===== config.mk =====
export PLATFORM = sky130hd
export DESIGN_NAME = pmpk_monitor
export DESIGN_NICKNAME = d
export VERILOG_FILES = /design/src/logic/pmpk_pkg.sv /design/src/logic/pmpk_monitor.sv /design/src/logic/pmpk_average.sv
export VERILOG_INCLUDE_DIRS = /design/src /design/src/logic
export SDC_FILE = /design/constraint.sdc
export NUM_CORES = 1
export LEC_CHECK = 0
export BUFFER_PORTS_ARGS = -buffer_cell sky130_fd_sc_hd__clkbuf_2
export CAP_MARGIN = 20
export CORE_MARGIN = 1
export CORE_UTILIZATION = 57
export CTS_CLUSTER_SIZE = 25
export DETAILED_ROUTE_END_ITERATION = 16
export PLACE_DENSITY = 0.88
export SKIP_CTS_REPAIR_TIMING = 1
export SLEW_MARGIN = 20
export SYNTH_ARGS = -nofsm -noshare
export SYNTH_HDL_FRONTEND = slang
export SYNTH_SLANG_ARGS = --single-unit

===== constraint.sdc =====
create_clock -name clk -period 2.95 [get_ports clk]
set_input_delay 0.1475 -clock clk [delete_from_list [all_inputs] [get_ports clk]]
set_output_delay 0.1475 -clock clk [all_outputs]
set_load 0.02 [all_outputs]

===== src/logic/pmpk_defs.svh =====
// Register offsets, field positions, reset values and fixed figures of the peak monitor.
// Assumes it is included by its bare name from the package and the design modules.
`ifndef PMPK_DEFS_SVH
`define PMPK_DEFS_SVH

`define PMPK_CMD_REVISION      8'h9B
`define PMPK_CMD_PEAK_CURRENT  8'hD0
`define PMPK_CMD_PEAK_INPUT_VOLTAGE      8'hD1
`define PMPK_CMD_PEAK_AUX      8'hD2
`define PMPK_CMD_RUN_CONTROL   8'hD3
`define PMPK_CMD_CONFIG        8'hD4
`define PMPK_CMD_ALERT_EN      8'hD5

`define PMPK_RUN_CONTROL_RESET 8'h01
`define PMPK_CONFIG_RESET      8'h8F
`define PMPK_ALERT_EN_RESET    16'h8000
`define PMPK_PEAK_RESET        12'h000
`define PMPK_PEAK_CLEAR_VALUE  16'h0000

`define PMPK_RUN_BIT           0
`define PMPK_MODE_BIT          7
`define PMPK_AUX_BIT           6
`define PMPK_RSVD_BIT          5
`define PMPK_RANGE_HI          4
`define PMPK_RANGE_LO          3
`define PMPK_AVG_HI            2
`define PMPK_AVG_LO            0

`define PMPK_RANGE_25MV        2'h1
`define PMPK_RANGE_50MV        2'h2
`define PMPK_PEAK_W            12
`define PMPK_AVG_LOG_MAX       7

`define PMPK_REV_BYTE_COUNT    8'h01
`define PMPK_REV_IDX_COUNT     4'h0
`define PMPK_REV_IDX_CHAR      4'h1

`endif


===== src/logic/pmpk_pkg.sv =====
// Types shared by the peak monitor modules.
// Assumes the constants header is on the include path.
`include "pmpk_defs.svh"

package pmpk_pkg;

   typedef enum logic [1:0] {
      PMPK_CHAN_CURRENT = 2'b00,
      PMPK_CHAN_VIN     = 2'b01,
      PMPK_CHAN_AUX     = 2'b10
   } pmpk_chan_type;

   typedef enum logic [1:0] {
      PMPK_SEQ_IDLE = 2'b00,
      PMPK_SEQ_REQ  = 2'b01,
      PMPK_SEQ_WAIT = 2'b10
   } pmpk_seq_type;

   typedef struct packed {
      logic       continuous;
      logic       aux_on;
      logic [1:0] sense_range;
      logic [2:0] avg_code;
   } pmpk_config_type;

   typedef struct packed {
      logic [7:0]  cmd;
      logic        wr;
      logic        rd;
      logic [15:0] wdata;
      logic [3:0]  byte_idx;
   } pmpk_req_type;

   typedef struct packed {
      logic        valid;
      logic        err;
      logic [15:0] rdata;
   } pmpk_rsp_type;

endpackage


===== src/logic/pmpk_monitor.sv =====
// Peak-hold power monitor: run control, configuration, sampling sequencer and peak registers.
// Assumes a register agent decodes the serial bus into command-level requests on clk,
// and an analog front end answers each conversion request with one result pulse.
// Operation
// RQ1: Revision block read gives byte count one, then one fixed revision character.
// RQ2: Peak output-current bits 11:0 hold the largest current since last clear.
// RQ3: Writing zero to a peak register clears it; only zero clears.
// RQ4: Peak input-voltage bits 11:0 hold the largest input voltage since last clear.
// RQ5: Peak aux-voltage bits 11:0 hold the largest aux voltage since last clear.
// RQ6: Peak register bits 15:12 always read zero regardless of writes.
// RQ7: Control bits 7:1 read zero; configuration bit 5 reads zero.
// RQ8: Run bit resets to one; sampling runs while one, stops while zero.
// RQ9: In single-shot mode the run bit clears itself after one full cycle.
// RQ10: Continuous mode samples indefinitely until the host writes run bit zero.
// RQ11: Configuration bit 7 selects continuous (one) or single-shot; resets continuous.
// RQ12: Configuration bit 6 adds aux voltage to sampled set; resets zero.
// RQ13: Configuration bits 4:3 select 25 mV or 50 mV range; variant reset.
// RQ14: Configuration bits 2:0 set averaging of two to the code samples; default 111.
// RQ15: Each averaged result replaces its stored peak only when larger.
// RQ16: With aux disabled the aux peak keeps its value unchanged.
`timescale 1ns/1ps
`default_nettype none
`include "pmpk_defs.svh"

module pmpk_monitor #(
   parameter logic [1:0] RANGE_DEFAULT = `PMPK_RANGE_25MV,
   // Revision character value is arbitrary.
   parameter logic [7:0] REV_CHAR      = 8'h52
) (
   input  wire logic                clk,
   input  wire logic                rst,
   input  wire pmpk_pkg::pmpk_req_type req,
   output var  pmpk_pkg::pmpk_rsp_type rsp,
   output logic                     conv_req,
   output pmpk_pkg::pmpk_chan_type  conv_chan,
   input  wire logic                conv_done,
   input  wire logic [11:0]         conv_data,
   output logic [1:0]               sense_range,
   output logic [15:0]              alert_line_enables,
   output logic                     sampling_busy,
   output logic                     cycle_done
);
   import pmpk_pkg::*;

   localparam int PW = `PMPK_PEAK_W;

   initial begin
      if (RANGE_DEFAULT != `PMPK_RANGE_25MV && RANGE_DEFAULT != `PMPK_RANGE_50MV) begin
         $error("pmpk_monitor: default sense range must be a defined code");
      end
   end

   // Register state.
   logic            run_r;
   pmpk_config_type cfg_r;
   logic [15:0]     alert_r;
   logic [PW-1:0]   peak_r [3];

   // Sequencer state.
   pmpk_seq_type    seq_r;
   pmpk_chan_type   chan_r;
   logic [2:0]      cyc_avg_r;
   logic            cyc_aux_r;
   logic [7:0]      rounds_r;
   logic            cycle_end;
   logic            sample_take;
   logic            last_chan;
   logic [7:0]      rounds_max;

   // Averager results.
   logic [2:0]      avg_done;
   logic [PW-1:0]   avg_val [3];
   logic            avg_clear;

   function automatic logic cmd_is(input logic [7:0] c, input logic [7:0] k);
      cmd_is = (c == k);
   endfunction

   function automatic logic is_peak_cmd(input logic [7:0] c);
      is_peak_cmd = cmd_is(c, `PMPK_CMD_PEAK_CURRENT) || cmd_is(c, `PMPK_CMD_PEAK_INPUT_VOLTAGE)
                    || cmd_is(c, `PMPK_CMD_PEAK_AUX);
   endfunction

   logic wr_run;
   logic wr_cfg;
   logic wr_alert;

   assign wr_run   = req.wr && cmd_is(req.cmd, `PMPK_CMD_RUN_CONTROL);
   assign wr_cfg   = req.wr && cmd_is(req.cmd, `PMPK_CMD_CONFIG);
   assign wr_alert = req.wr && cmd_is(req.cmd, `PMPK_CMD_ALERT_EN);

   // Run bit: a host write is the newer intent, so it overrides the self-clear.
   always_ff @(posedge clk) begin
      if (rst) begin
         run_r <= 1'(`PMPK_RUN_CONTROL_RESET);                                   // RQ8
      end else if (wr_run) begin
         run_r <= req.wdata[`PMPK_RUN_BIT];                                      // RQ10
      end else if (cycle_end && !cfg_r.continuous) begin
         run_r <= 1'b0;                                                          // RQ9
      end
   end

   logic [7:0] cfg_reset;
   assign cfg_reset = `PMPK_CONFIG_RESET;

   always_ff @(posedge clk) begin
      if (rst) begin
         cfg_r.continuous  <= cfg_reset[`PMPK_MODE_BIT];                         // RQ11
         cfg_r.aux_on      <= cfg_reset[`PMPK_AUX_BIT];                          // RQ12
         cfg_r.sense_range <= RANGE_DEFAULT;                                     // RQ13
         cfg_r.avg_code    <= cfg_reset[`PMPK_AVG_HI:`PMPK_AVG_LO];              // RQ14
      end else if (wr_cfg) begin
         cfg_r.continuous <= req.wdata[`PMPK_MODE_BIT];                          // RQ11
         cfg_r.aux_on     <= req.wdata[`PMPK_AUX_BIT];                           // RQ12
         cfg_r.avg_code   <= req.wdata[`PMPK_AVG_HI:`PMPK_AVG_LO];               // RQ14
         // Reserved range codes are dropped so the front end never sees an undefined range.
         if (req.wdata[`PMPK_RANGE_HI:`PMPK_RANGE_LO] == `PMPK_RANGE_25MV ||
             req.wdata[`PMPK_RANGE_HI:`PMPK_RANGE_LO] == `PMPK_RANGE_50MV) begin
            cfg_r.sense_range <= req.wdata[`PMPK_RANGE_HI:`PMPK_RANGE_LO];      // RQ13
         end
      end
   end

   always_ff @(posedge clk) begin
      if (rst) begin
         alert_r <= `PMPK_ALERT_EN_RESET;
      end else if (wr_alert) begin
         alert_r <= req.wdata;
      end
   end

   assign sense_range        = cfg_r.sense_range;
   assign alert_line_enables = alert_r;

   // Sequencer: one cycle is 2^code rounds over current, input voltage and, if on, aux.
   // Averaging and aux are latched at cycle start (mode is not) so a mid-cycle write cannot
   // leave an averager with a partial sum under a different depth.
   assign rounds_max  = 8'((9'(1) << cyc_avg_r) - 9'(1));
   assign sample_take = (seq_r == PMPK_SEQ_WAIT) && conv_done;
   assign last_chan   = cyc_aux_r ? (chan_r == PMPK_CHAN_AUX) : (chan_r == PMPK_CHAN_VIN);
   assign cycle_end   = sample_take && last_chan && (rounds_r == rounds_max);
   assign avg_clear   = !run_r || (seq_r == PMPK_SEQ_IDLE);

   always_ff @(posedge clk) begin
      if (rst) begin
         seq_r     <= PMPK_SEQ_IDLE;
         chan_r    <= PMPK_CHAN_CURRENT;
         cyc_avg_r <= '0;
         cyc_aux_r <= 1'b0;
         rounds_r  <= '0;
      end else if (!run_r) begin
         seq_r    <= PMPK_SEQ_IDLE;                                              // RQ8
         chan_r   <= PMPK_CHAN_CURRENT;
         rounds_r <= '0;
      end else begin
         unique case (seq_r)
            PMPK_SEQ_IDLE: begin
               cyc_avg_r <= cfg_r.avg_code;                                      // RQ14
               cyc_aux_r <= cfg_r.aux_on;                                        // RQ12
               chan_r    <= PMPK_CHAN_CURRENT;
               rounds_r  <= '0;
               seq_r     <= PMPK_SEQ_REQ;
            end
            PMPK_SEQ_REQ: begin
               seq_r <= PMPK_SEQ_WAIT;
            end
            PMPK_SEQ_WAIT: begin
               if (conv_done) begin
                  if (!last_chan) begin
                     chan_r <= (chan_r == PMPK_CHAN_CURRENT) ? PMPK_CHAN_VIN : PMPK_CHAN_AUX;
                     seq_r  <= PMPK_SEQ_REQ;
                  end else if (rounds_r != rounds_max) begin
                     chan_r   <= PMPK_CHAN_CURRENT;
                     rounds_r <= rounds_r + 8'h01;
                     seq_r    <= PMPK_SEQ_REQ;
                  end else begin
                     // A continuous run re-latches the configuration for the next cycle.
                     seq_r <= PMPK_SEQ_IDLE;                                     // RQ10
                  end
               end
            end
         endcase
      end
   end

   assign conv_req      = run_r && (seq_r == PMPK_SEQ_REQ);
   assign conv_chan     = chan_r;
   assign sampling_busy = run_r && (seq_r != PMPK_SEQ_IDLE);

   always_ff @(posedge clk) begin
      if (rst) begin
         cycle_done <= 1'b0;
      end else begin
         cycle_done <= cycle_end;
      end
   end

   genvar gi;
   generate
      for (gi = 0; gi < 3; gi++) begin : g_chan
         logic          peak_wr_zero;
         logic [7:0]    peak_cmd;
         logic          update;

         assign peak_cmd     = `PMPK_CMD_PEAK_CURRENT + 8'(gi);
         assign peak_wr_zero = req.wr && cmd_is(req.cmd, peak_cmd)
                               && (req.wdata == `PMPK_PEAK_CLEAR_VALUE);          // RQ3
         // The aux averager only sees samples while aux is in the cycle.
         assign update       = avg_done[gi] && (gi != 2 || cyc_aux_r);            // RQ16

         pmpk_average #(
            .W       (PW),
            .LOG_MAX (`PMPK_AVG_LOG_MAX)
         ) u_avg (
            .clk      (clk),
            .rst      (rst),
            .clear    (avg_clear),
            .avg_code (cyc_avg_r),
            .in_valid (sample_take && (chan_r == pmpk_chan_type'(gi))),
            .in_data  (conv_data),
            .done     (avg_done[gi]),
            .avg      (avg_val[gi])
         );

         // Any result in the clearing cycle wins over the clear, so no peak is lost.
         always_ff @(posedge clk) begin
            if (rst) begin
               peak_r[gi] <= `PMPK_PEAK_RESET;
            end else if (update && (peak_wr_zero || avg_val[gi] > peak_r[gi])) begin
               peak_r[gi] <= avg_val[gi];                                        // RQ15
            end else if (peak_wr_zero) begin
               peak_r[gi] <= `PMPK_PEAK_RESET;                                   // RQ3
            end
         end
      end
   endgenerate

   // Read and write answers, one cycle after the request.
   logic [15:0] rd_mux;
   logic        cmd_known;

   always_comb begin
      rd_mux    = 16'h0000;
      cmd_known = 1'b1;
      unique case (req.cmd)
         `PMPK_CMD_REVISION: begin
            if (req.byte_idx == `PMPK_REV_IDX_COUNT) begin
               rd_mux = {8'h00, `PMPK_REV_BYTE_COUNT};                           // RQ1
            end else if (req.byte_idx == `PMPK_REV_IDX_CHAR) begin
               rd_mux = {8'h00, REV_CHAR};                                       // RQ1
            end
         end
         `PMPK_CMD_PEAK_CURRENT: rd_mux = {4'h0, peak_r[0]};                      // RQ2 RQ6
         `PMPK_CMD_PEAK_INPUT_VOLTAGE:     rd_mux = {4'h0, peak_r[1]};                      // RQ4 RQ6
         `PMPK_CMD_PEAK_AUX:     rd_mux = {4'h0, peak_r[2]};                      // RQ5 RQ6
         `PMPK_CMD_RUN_CONTROL:  rd_mux = {15'h0000, run_r};                      // RQ7
         `PMPK_CMD_CONFIG: begin
            rd_mux = {8'h00, cfg_r.continuous, cfg_r.aux_on, 1'b0,
                      cfg_r.sense_range, cfg_r.avg_code};                         // RQ7
         end
         `PMPK_CMD_ALERT_EN:     rd_mux = alert_r;
         default:                cmd_known = 1'b0;
      endcase
   end

   always_ff @(posedge clk) begin
      if (rst) begin
         rsp <= '0;
      end else begin
         rsp.valid <= req.rd || req.wr;
         rsp.err   <= (req.rd || req.wr) && (!cmd_known ||
                      (req.wr && cmd_is(req.cmd, `PMPK_CMD_REVISION)));
         if (req.rd) begin
            rsp.rdata <= rd_mux;
         end
      end
   end

endmodule
`default_nettype wire


===== src/logic/pmpk_average.sv =====
// Accumulating averager for one measurement channel.
// Assumes samples arrive as one-cycle pulses on the same clock.
`timescale 1ns/1ps
`default_nettype none
`include "pmpk_defs.svh"

module pmpk_average #(
   parameter int W       = `PMPK_PEAK_W,
   parameter int LOG_MAX = `PMPK_AVG_LOG_MAX
) (
   input  wire logic         clk,
   input  wire logic         rst,
   input  wire logic         clear,
   input  wire logic [2:0]   avg_code,
   input  wire logic         in_valid,
   input  wire logic [W-1:0] in_data,
   output logic              done,
   output logic [W-1:0]      avg
);
   import pmpk_pkg::*;

   localparam int ACC_W = W + LOG_MAX;

   logic [ACC_W-1:0]   acc_r;
   logic [LOG_MAX:0]   cnt_r;
   logic [ACC_W-1:0]   acc_nxt;
   logic [LOG_MAX:0]   cnt_nxt;
   logic [LOG_MAX:0]   target;
   logic [ACC_W-1:0]   shifted;

   initial begin
      if (W < 1 || LOG_MAX < 3 || LOG_MAX > 7) begin
         $error("pmpk_average: unsupported width or averaging depth");
      end
   end

   // Code zero means one sample, so the average is the sample itself.
   assign target  = (LOG_MAX+1)'(1) << avg_code;
   assign acc_nxt = acc_r + ACC_W'(in_data);
   assign cnt_nxt = cnt_r + (LOG_MAX+1)'(1);
   assign shifted = acc_nxt >> avg_code;

   always_ff @(posedge clk) begin
      if (rst || clear) begin
         acc_r <= '0;
         cnt_r <= '0;
      end else if (in_valid) begin
         if (cnt_nxt == target) begin
            acc_r <= '0;
            cnt_r <= '0;
         end else begin
            acc_r <= acc_nxt;
            cnt_r <= cnt_nxt;
         end
      end
   end

   always_ff @(posedge clk) begin
      if (rst || clear) begin
         done <= 1'b0;
         avg  <= '0;
      end else begin
         done <= in_valid && (cnt_nxt == target);
         if (in_valid && (cnt_nxt == target)) begin
            avg <= shifted[W-1:0];
         end
      end
   end

endmodule
`default_nettype wire


[Word-level counts from Yosys, hierarchy flattened]
Memory sizes are Yosys's and may differ from the RTL's.
Cells that the tools add are included.
Storage, ports and cells
  flip-flop bits (word level): 179
  memory bits (writable): 36
  input port bits: 45
  output and inout bits: 41
  word-level logic and storage cells: 180
  memories kept: 1
Memory list
  peak_r: depth 3, width 12, read ports 3, clocked after memory_dff 0, wr ports 3, RTL line pmpk_monitor.sv:57  | logic [PW-1:0] peak_r [3];
Cells by class
  add/subtract/negate cells: 8
  magnitude comparators: 3
  equality and inequality tests: 23
  shift-type cells: 5
  multiplexer cells: 55
  bitwise gates (word level): 7
  reductions and logical operators: 51
Operator list (count)
  16-bit one-hot mux with 7 select lines: 1
  12-bit two-way mux: 6
  19-bit by 12-bit adder with 19-bit output: 3
  19-bit two-way mux: 3
  19-bit by 3-bit >> shifter with 12-bit output: 3
  8-bit == test, second input constant: 7
  8-bit two-way mux: 6
  12-bit > comparator: 3
  8-bit by 1-bit adder with 8-bit output, second input constant: 4
  8-bit == test: 4
  1-bit two-way mux: 29
  1-bit logical AND: 27
  16-bit logical NOT: 1
  8-bit one-hot mux with 2 select lines: 1
  1-bit by 3-bit << shifter with 8-bit output, first input constant: 2
  7-bit two-way mux: 2
  2-bit two-way mux: 5
  1-bit logical OR: 8
  8-bit != test: 1
  8-bit by 2-bit subtractor with 8-bit output, second input constant: 1
  7-bit OR reduction: 1
  2-bit by 1-bit == test with 1-bit output, second input constant: 3
  2-bit == test, second input constant: 3
  1-bit OR: 6
  other kinds (15): 22

[Logic depth before layout (Yosys ltp)]
  word-level depth: 10
  mapped depth: 14
  depth with buffers taken out: 12

[Cells and area by module]
From an unflattened synthesis, not the netlist that was laid out.
Second synthesis, totals
  cell total of the unflattened synthesis: 1922
  area, all modules: 15155.8 sq um
By module, submodules not included
  pmpk_average (g_chan[1].u_avg ...): instances 2, cells an instance 450, area an instance 3348.2 sq um, seq. area each 800.8 sq um
  pmpk_monitor: instances 1, cells an instance 635, area an instance 5444.0 sq um, seq. area each 2262.2 sq um
  pmpk_average (g_chan[0].u_avg): instances 1, cells an instance 387, area an instance 3015.4 sq um, seq. area each 800.8 sq um

[Least setup slack after synthesis]
OpenSTA, ideal clock, no wires.
  path type: register to register
  start point: register cyc_avg_r[2]
  end point: register rounds_r[7]
  library setup time: 128 ps
  arrival time: 2804 ps
  required time: 2822 ps
  slack: 18 ps
  stages on the path, launching flop included: 15
  buffers on the path: 3
  period minus slack after synthesis: 2932 ps
  path through: dfxtp_1 > buf_2 > buf_2 > buf_2 > nor2_1 > inv_1 > ha_1 > or3b_2 > a21oi_1 > a211oi_1 > a31o_2 > o21ai_2 > or4_1 > xor2_1 > nor2_1
On the way
  cells in the longest elaborated chain, start to end: 5
RTL lines
  from (decl): RTL line pmpk_monitor.sv:62  | logic [2:0] cyc_avg_r;
  from (signal assigned): RTL line pmpk_monitor.sv:158  | cyc_avg_r <= cfg_r.avg_code;
  1-bit by 3-bit << shifter with 8-bit output: RTL line pmpk_monitor.sv:138  | assign rounds_max = 8'((9'(1) << cyc_avg_r) - 9'(1));
  8-bit by 2-bit subtractor with 8-bit output: RTL line pmpk_monitor.sv:138
  8-bit != test: RTL line pmpk_monitor.sv:172  | end else if (rounds_r != rounds_max) begin
  2-bit by 1-bit != test with 1-bit output (no line)
  4-bit AND reduction (no line)
  to (signal assigned): RTL line pmpk_monitor.sv:174  | rounds_r <= rounds_r + 8'h01;
  to (decl): RTL line pmpk_monitor.sv:64  | logic [7:0] rounds_r;
Every way passes these cells.
A chain may end at the register's enable or synchronous reset.

[Worst setup path after layout]
  start point: register g_chan[0].u_avg.acc_r[3]
  end point: register g_chan[0].u_avg.avg[9]
On the way
  cells in the longest elaborated chain, start to end: 2
RTL lines
  from (decl): RTL line pmpk_average.sv:24  | logic [ACC_W-1:0] acc_r;
  from (signal assigned): RTL line pmpk_average.sv:52  | acc_r <= acc_nxt;
  19-bit by 12-bit adder with 19-bit output: RTL line pmpk_average.sv:39  | assign acc_nxt = acc_r + ACC_W'(in_data);
  19-bit by 3-bit >> shifter with 12-bit output: RTL line pmpk_average.sv:41  | assign shifted = acc_nxt >> avg_code;
  to (signal assigned): RTL line pmpk_average.sv:65  | avg <= shifted[W-1:0];
  to (decl): RTL line pmpk_average.sv:18  | output logic [W-1:0] avg
Every way passes these cells.

==> metrics.yaml <==
status: "complete, but fails checks"
violations: "hold timing"
crit_start: "g_chan[0].u_avg.acc_r[3]"
syn_area_um2: 15540
synth_flop_cell: "dfxtp_1"
ioPinCount: 86
core_um2: 26880
leakagePower_nw: 6.913
root_buffer: "clkbuf_16"
avgViaCountPerCell: 6.624
p_comb_frac: 0.206
cts_tree: "built"
slowest_delay_ps: 520
worst_pin_slew_ps: 1122
rsz0062_at_grt: "yes"
cts-htree-levels: 1
pwr-share-seq: 0.395
power_frac_clock: 0.399
synthToLayoutAreaGrowth_pct: 14.73
fin_nets: 2151
multi_input_area_um2: 10260
final.period_utilization: 0.9720
overflow: 0
max_freq_ghz: 0.3488
maxCapViolCount: 0
final_cell_mix: "198 x a21oi_1, 175 x dfxtp_1, 171 x nand2_1, 152 x nor2_1, 103 x buf_4"
die_area_um2: 27930
skew_ps: 34.56
worst-setup-path-type: "register to register"
report.final.slew_viol_count: 0
worst_setup_path_end_kind: "register"
grt_pass1_wl_um: 75830
drive_gt1_frac: 0.1673
dieHeight_um: 167.1
tns_ps: 0
via_count: 15799
grt_max_degree: 67
die_x_um: 167.1
postPlaceCellArea_um2: 16600
path_cells: "ha_1 > and2_4 > a221oi_4 > a21oi_1 > o41ai_2 > xor2_1 > a2111oi_1 > o311ai_1 > o21ai_0"
hpwl_um: 35680
synth_nets: 2042
clkTransAtPathRegs_ps: 60
p_switching_mw: 2.323
clock_latency_ps: 540
final_common_cell: "a21oi_1"
critPathLaunchType: "register"
worstPathArrival_ps: 3310
hold_start: "req[21]"
period_needed_ps: 2867
slew_headroom: 0.2506
hold-worst-slack_ps: -29.10
dr.pass1.iters: 8
fillCellCount: 2146
path_max_fanout: 4
start_util: 0.5783
irDropWorstVdd_uv: 414.8
wl_per_cell_um: 20.41
ys_async_sr_fraction: 0
syn_avg_cell_area_um2: 8.108
io_buffers: 85
globalplace.congestion: 0.9865
holdCritPathClass: "input port to register"
drtIter0Drc: 1918
dp_slack_ps: -16.50
finish.instance_area_um2: 17830
seq_area_frac_synth: 0.3001
ys_warn_count: 0
powerDensity_nw_per_um2: 434.6
grt_pass1_vias: 14308
reg2reg_from: "g_chan[0].u_avg.acc_r[3]"
cts.sinks: 215
crit_required_ps: 3390
synth-edff-count: 36
drc: 0
wirelength_um: 48690
ys_seq_elements: 215
clockBufferDepth: 3
seq_area_um2: 4669
antenna_found_initial: 0
crit_slowest_cell: "o41ai_2"
syn_inst: 1917
grtUsageTotal: 0.3336
setup_ws_ps: 82.73
hold_violations: 2
swShare: 0.2998
rows: 60
synth.distinct_cells: 107
p_int_mw: 5.426
setup_viol: 0
postRouteAntennaNets: 0
cts_buffers: 24
n_antenna_cell: 0
-- stage by stage --
stage          instances  utilization  power, mW
2_1_floorplan       1917            -      4.106
3_3_place_gp        2319       0.6178      4.572
3_5_place_dp        2319       0.6178      4.599
4_1_cts             2363       0.6476      7.635
5_1_grt             2385       0.6635      7.952
6_report            2385       0.6635      7.750
-- cell usage after synthesis (all sizes together) (26+ instances only) --
| library cell | count | area share |
|---|---|---|
| mux2i | 31 | 0.020 |
| dfxtp | 179 | 0.23 |
| nand3 | 66 | 0.022 |
| o21ai | 104 | 0.035 |
| ha | 77 | 0.062 |
| a21oi | 205 | 0.068 |
| edfxtp | 36 | 0.070 |
| xnor2 | 41 | 0.023 |
| nor2 | 155 | 0.038 |
| a211oi | 33 | 0.016 |
| and2 | 60 | 0.024 |
| nor3 | 69 | 0.024 |
| clkbuf | 70 | 0.017 |
| buf | 54 | 0.020 |
| nor2b | 26 | 0.010 |
| inv | 69 | 0.017 |
| nand2 | 172 | 0.042 |
| a21o | 31 | 0.015 |
-- metal layers --
layer / wire (um) / vias to the layer above / global-route usage
li1: - / 7319 / -
met1: 19870 / 7362 / 0.4522
met2: 21510 / 963 / 0.5268
met3: 4858 / 155 / 0.04892
met4: 2452 / 0 / 0.1524
met5: 0 / - / 0
-- final cells by class --
class | count | area share
multi-input combinational | 1508 | 0.5755
sequential | 215 | 0.2619
timing repair buffer | 207 | 0.07901
clock buffer | 29 | 0.03592
tap | 341 | 0.02393
inverter | 70 | 0.01473
clock inverter | 15 | 0.009051
-- kinds of logic after synthesis --
logic type      share of synthesized area
compound gates                     0.2505
xor+xnor                          0.03606
fa+ha+maj                         0.06585
buf+inv                           0.05450
flops                              0.3001
mux                               0.05474
simple gates                       0.2382
-- sequential cells by signal, indices dropped and copies added (netlist names), 3 cells and up --
| signal | cells |
|---|---|
| g_chan.u_avg.avg | 36 |
| rounds_r | 8 |
| rsp | 18 |
| g_chan.u_avg.cnt_r | 24 |
| peak_r | 36 |
| cfg_r | 5 |
| g_chan.u_avg.acc_r | 57 |
| g_chan.u_avg.done | 3 |
| alert_line_enables | 16 |
| cyc_avg_r | 3 |
-- path summary, 6_finish.rpt --
| path | endpoint | slack, ps | depth (start not counted) |
|---|---|---|---|
| setup / recovery | g_chan[0].u_avg.avg[9] | 80 | 9 |
| hold / removal | rsp[17] | -30 | 3 |
| setup reg to reg | g_chan[0].u_avg.avg[9] | 80 | 9 |
| hold reg to reg | g_chan[2].u_avg.acc_r[5] | 460 | 2 |
-- worst max-delay path, delay by kind of cell (launching register included) --
| family | cells | cell delay, ps |
|---|---|---|
| adders and majority gates | 1 | 310 |
| and+or+nand+nor | 1 | 190 |
| DFF | 1 | 330 |
| AOI/OAI and AO/OA | 6 | 1740 |
| xor gates and xnor gates | 1 | 230 |
-- power groups by stage --
stage / sequential, mW / combinational [mW] / clock, mW
6_report: 3.06 / 1.59 / 3.10
5_1_grt: 3.06 / 1.69 / 3.20
4_1_cts: 3.06 / 1.49 / 3.09
3_5_place_dp: 3.12 / 1.48 / 0
3_3_place_gp: 3.12 / 1.45 / 0
2_1_floorplan: 3.11 / 0.995 / 0
(Power assumes the default switching activity.)
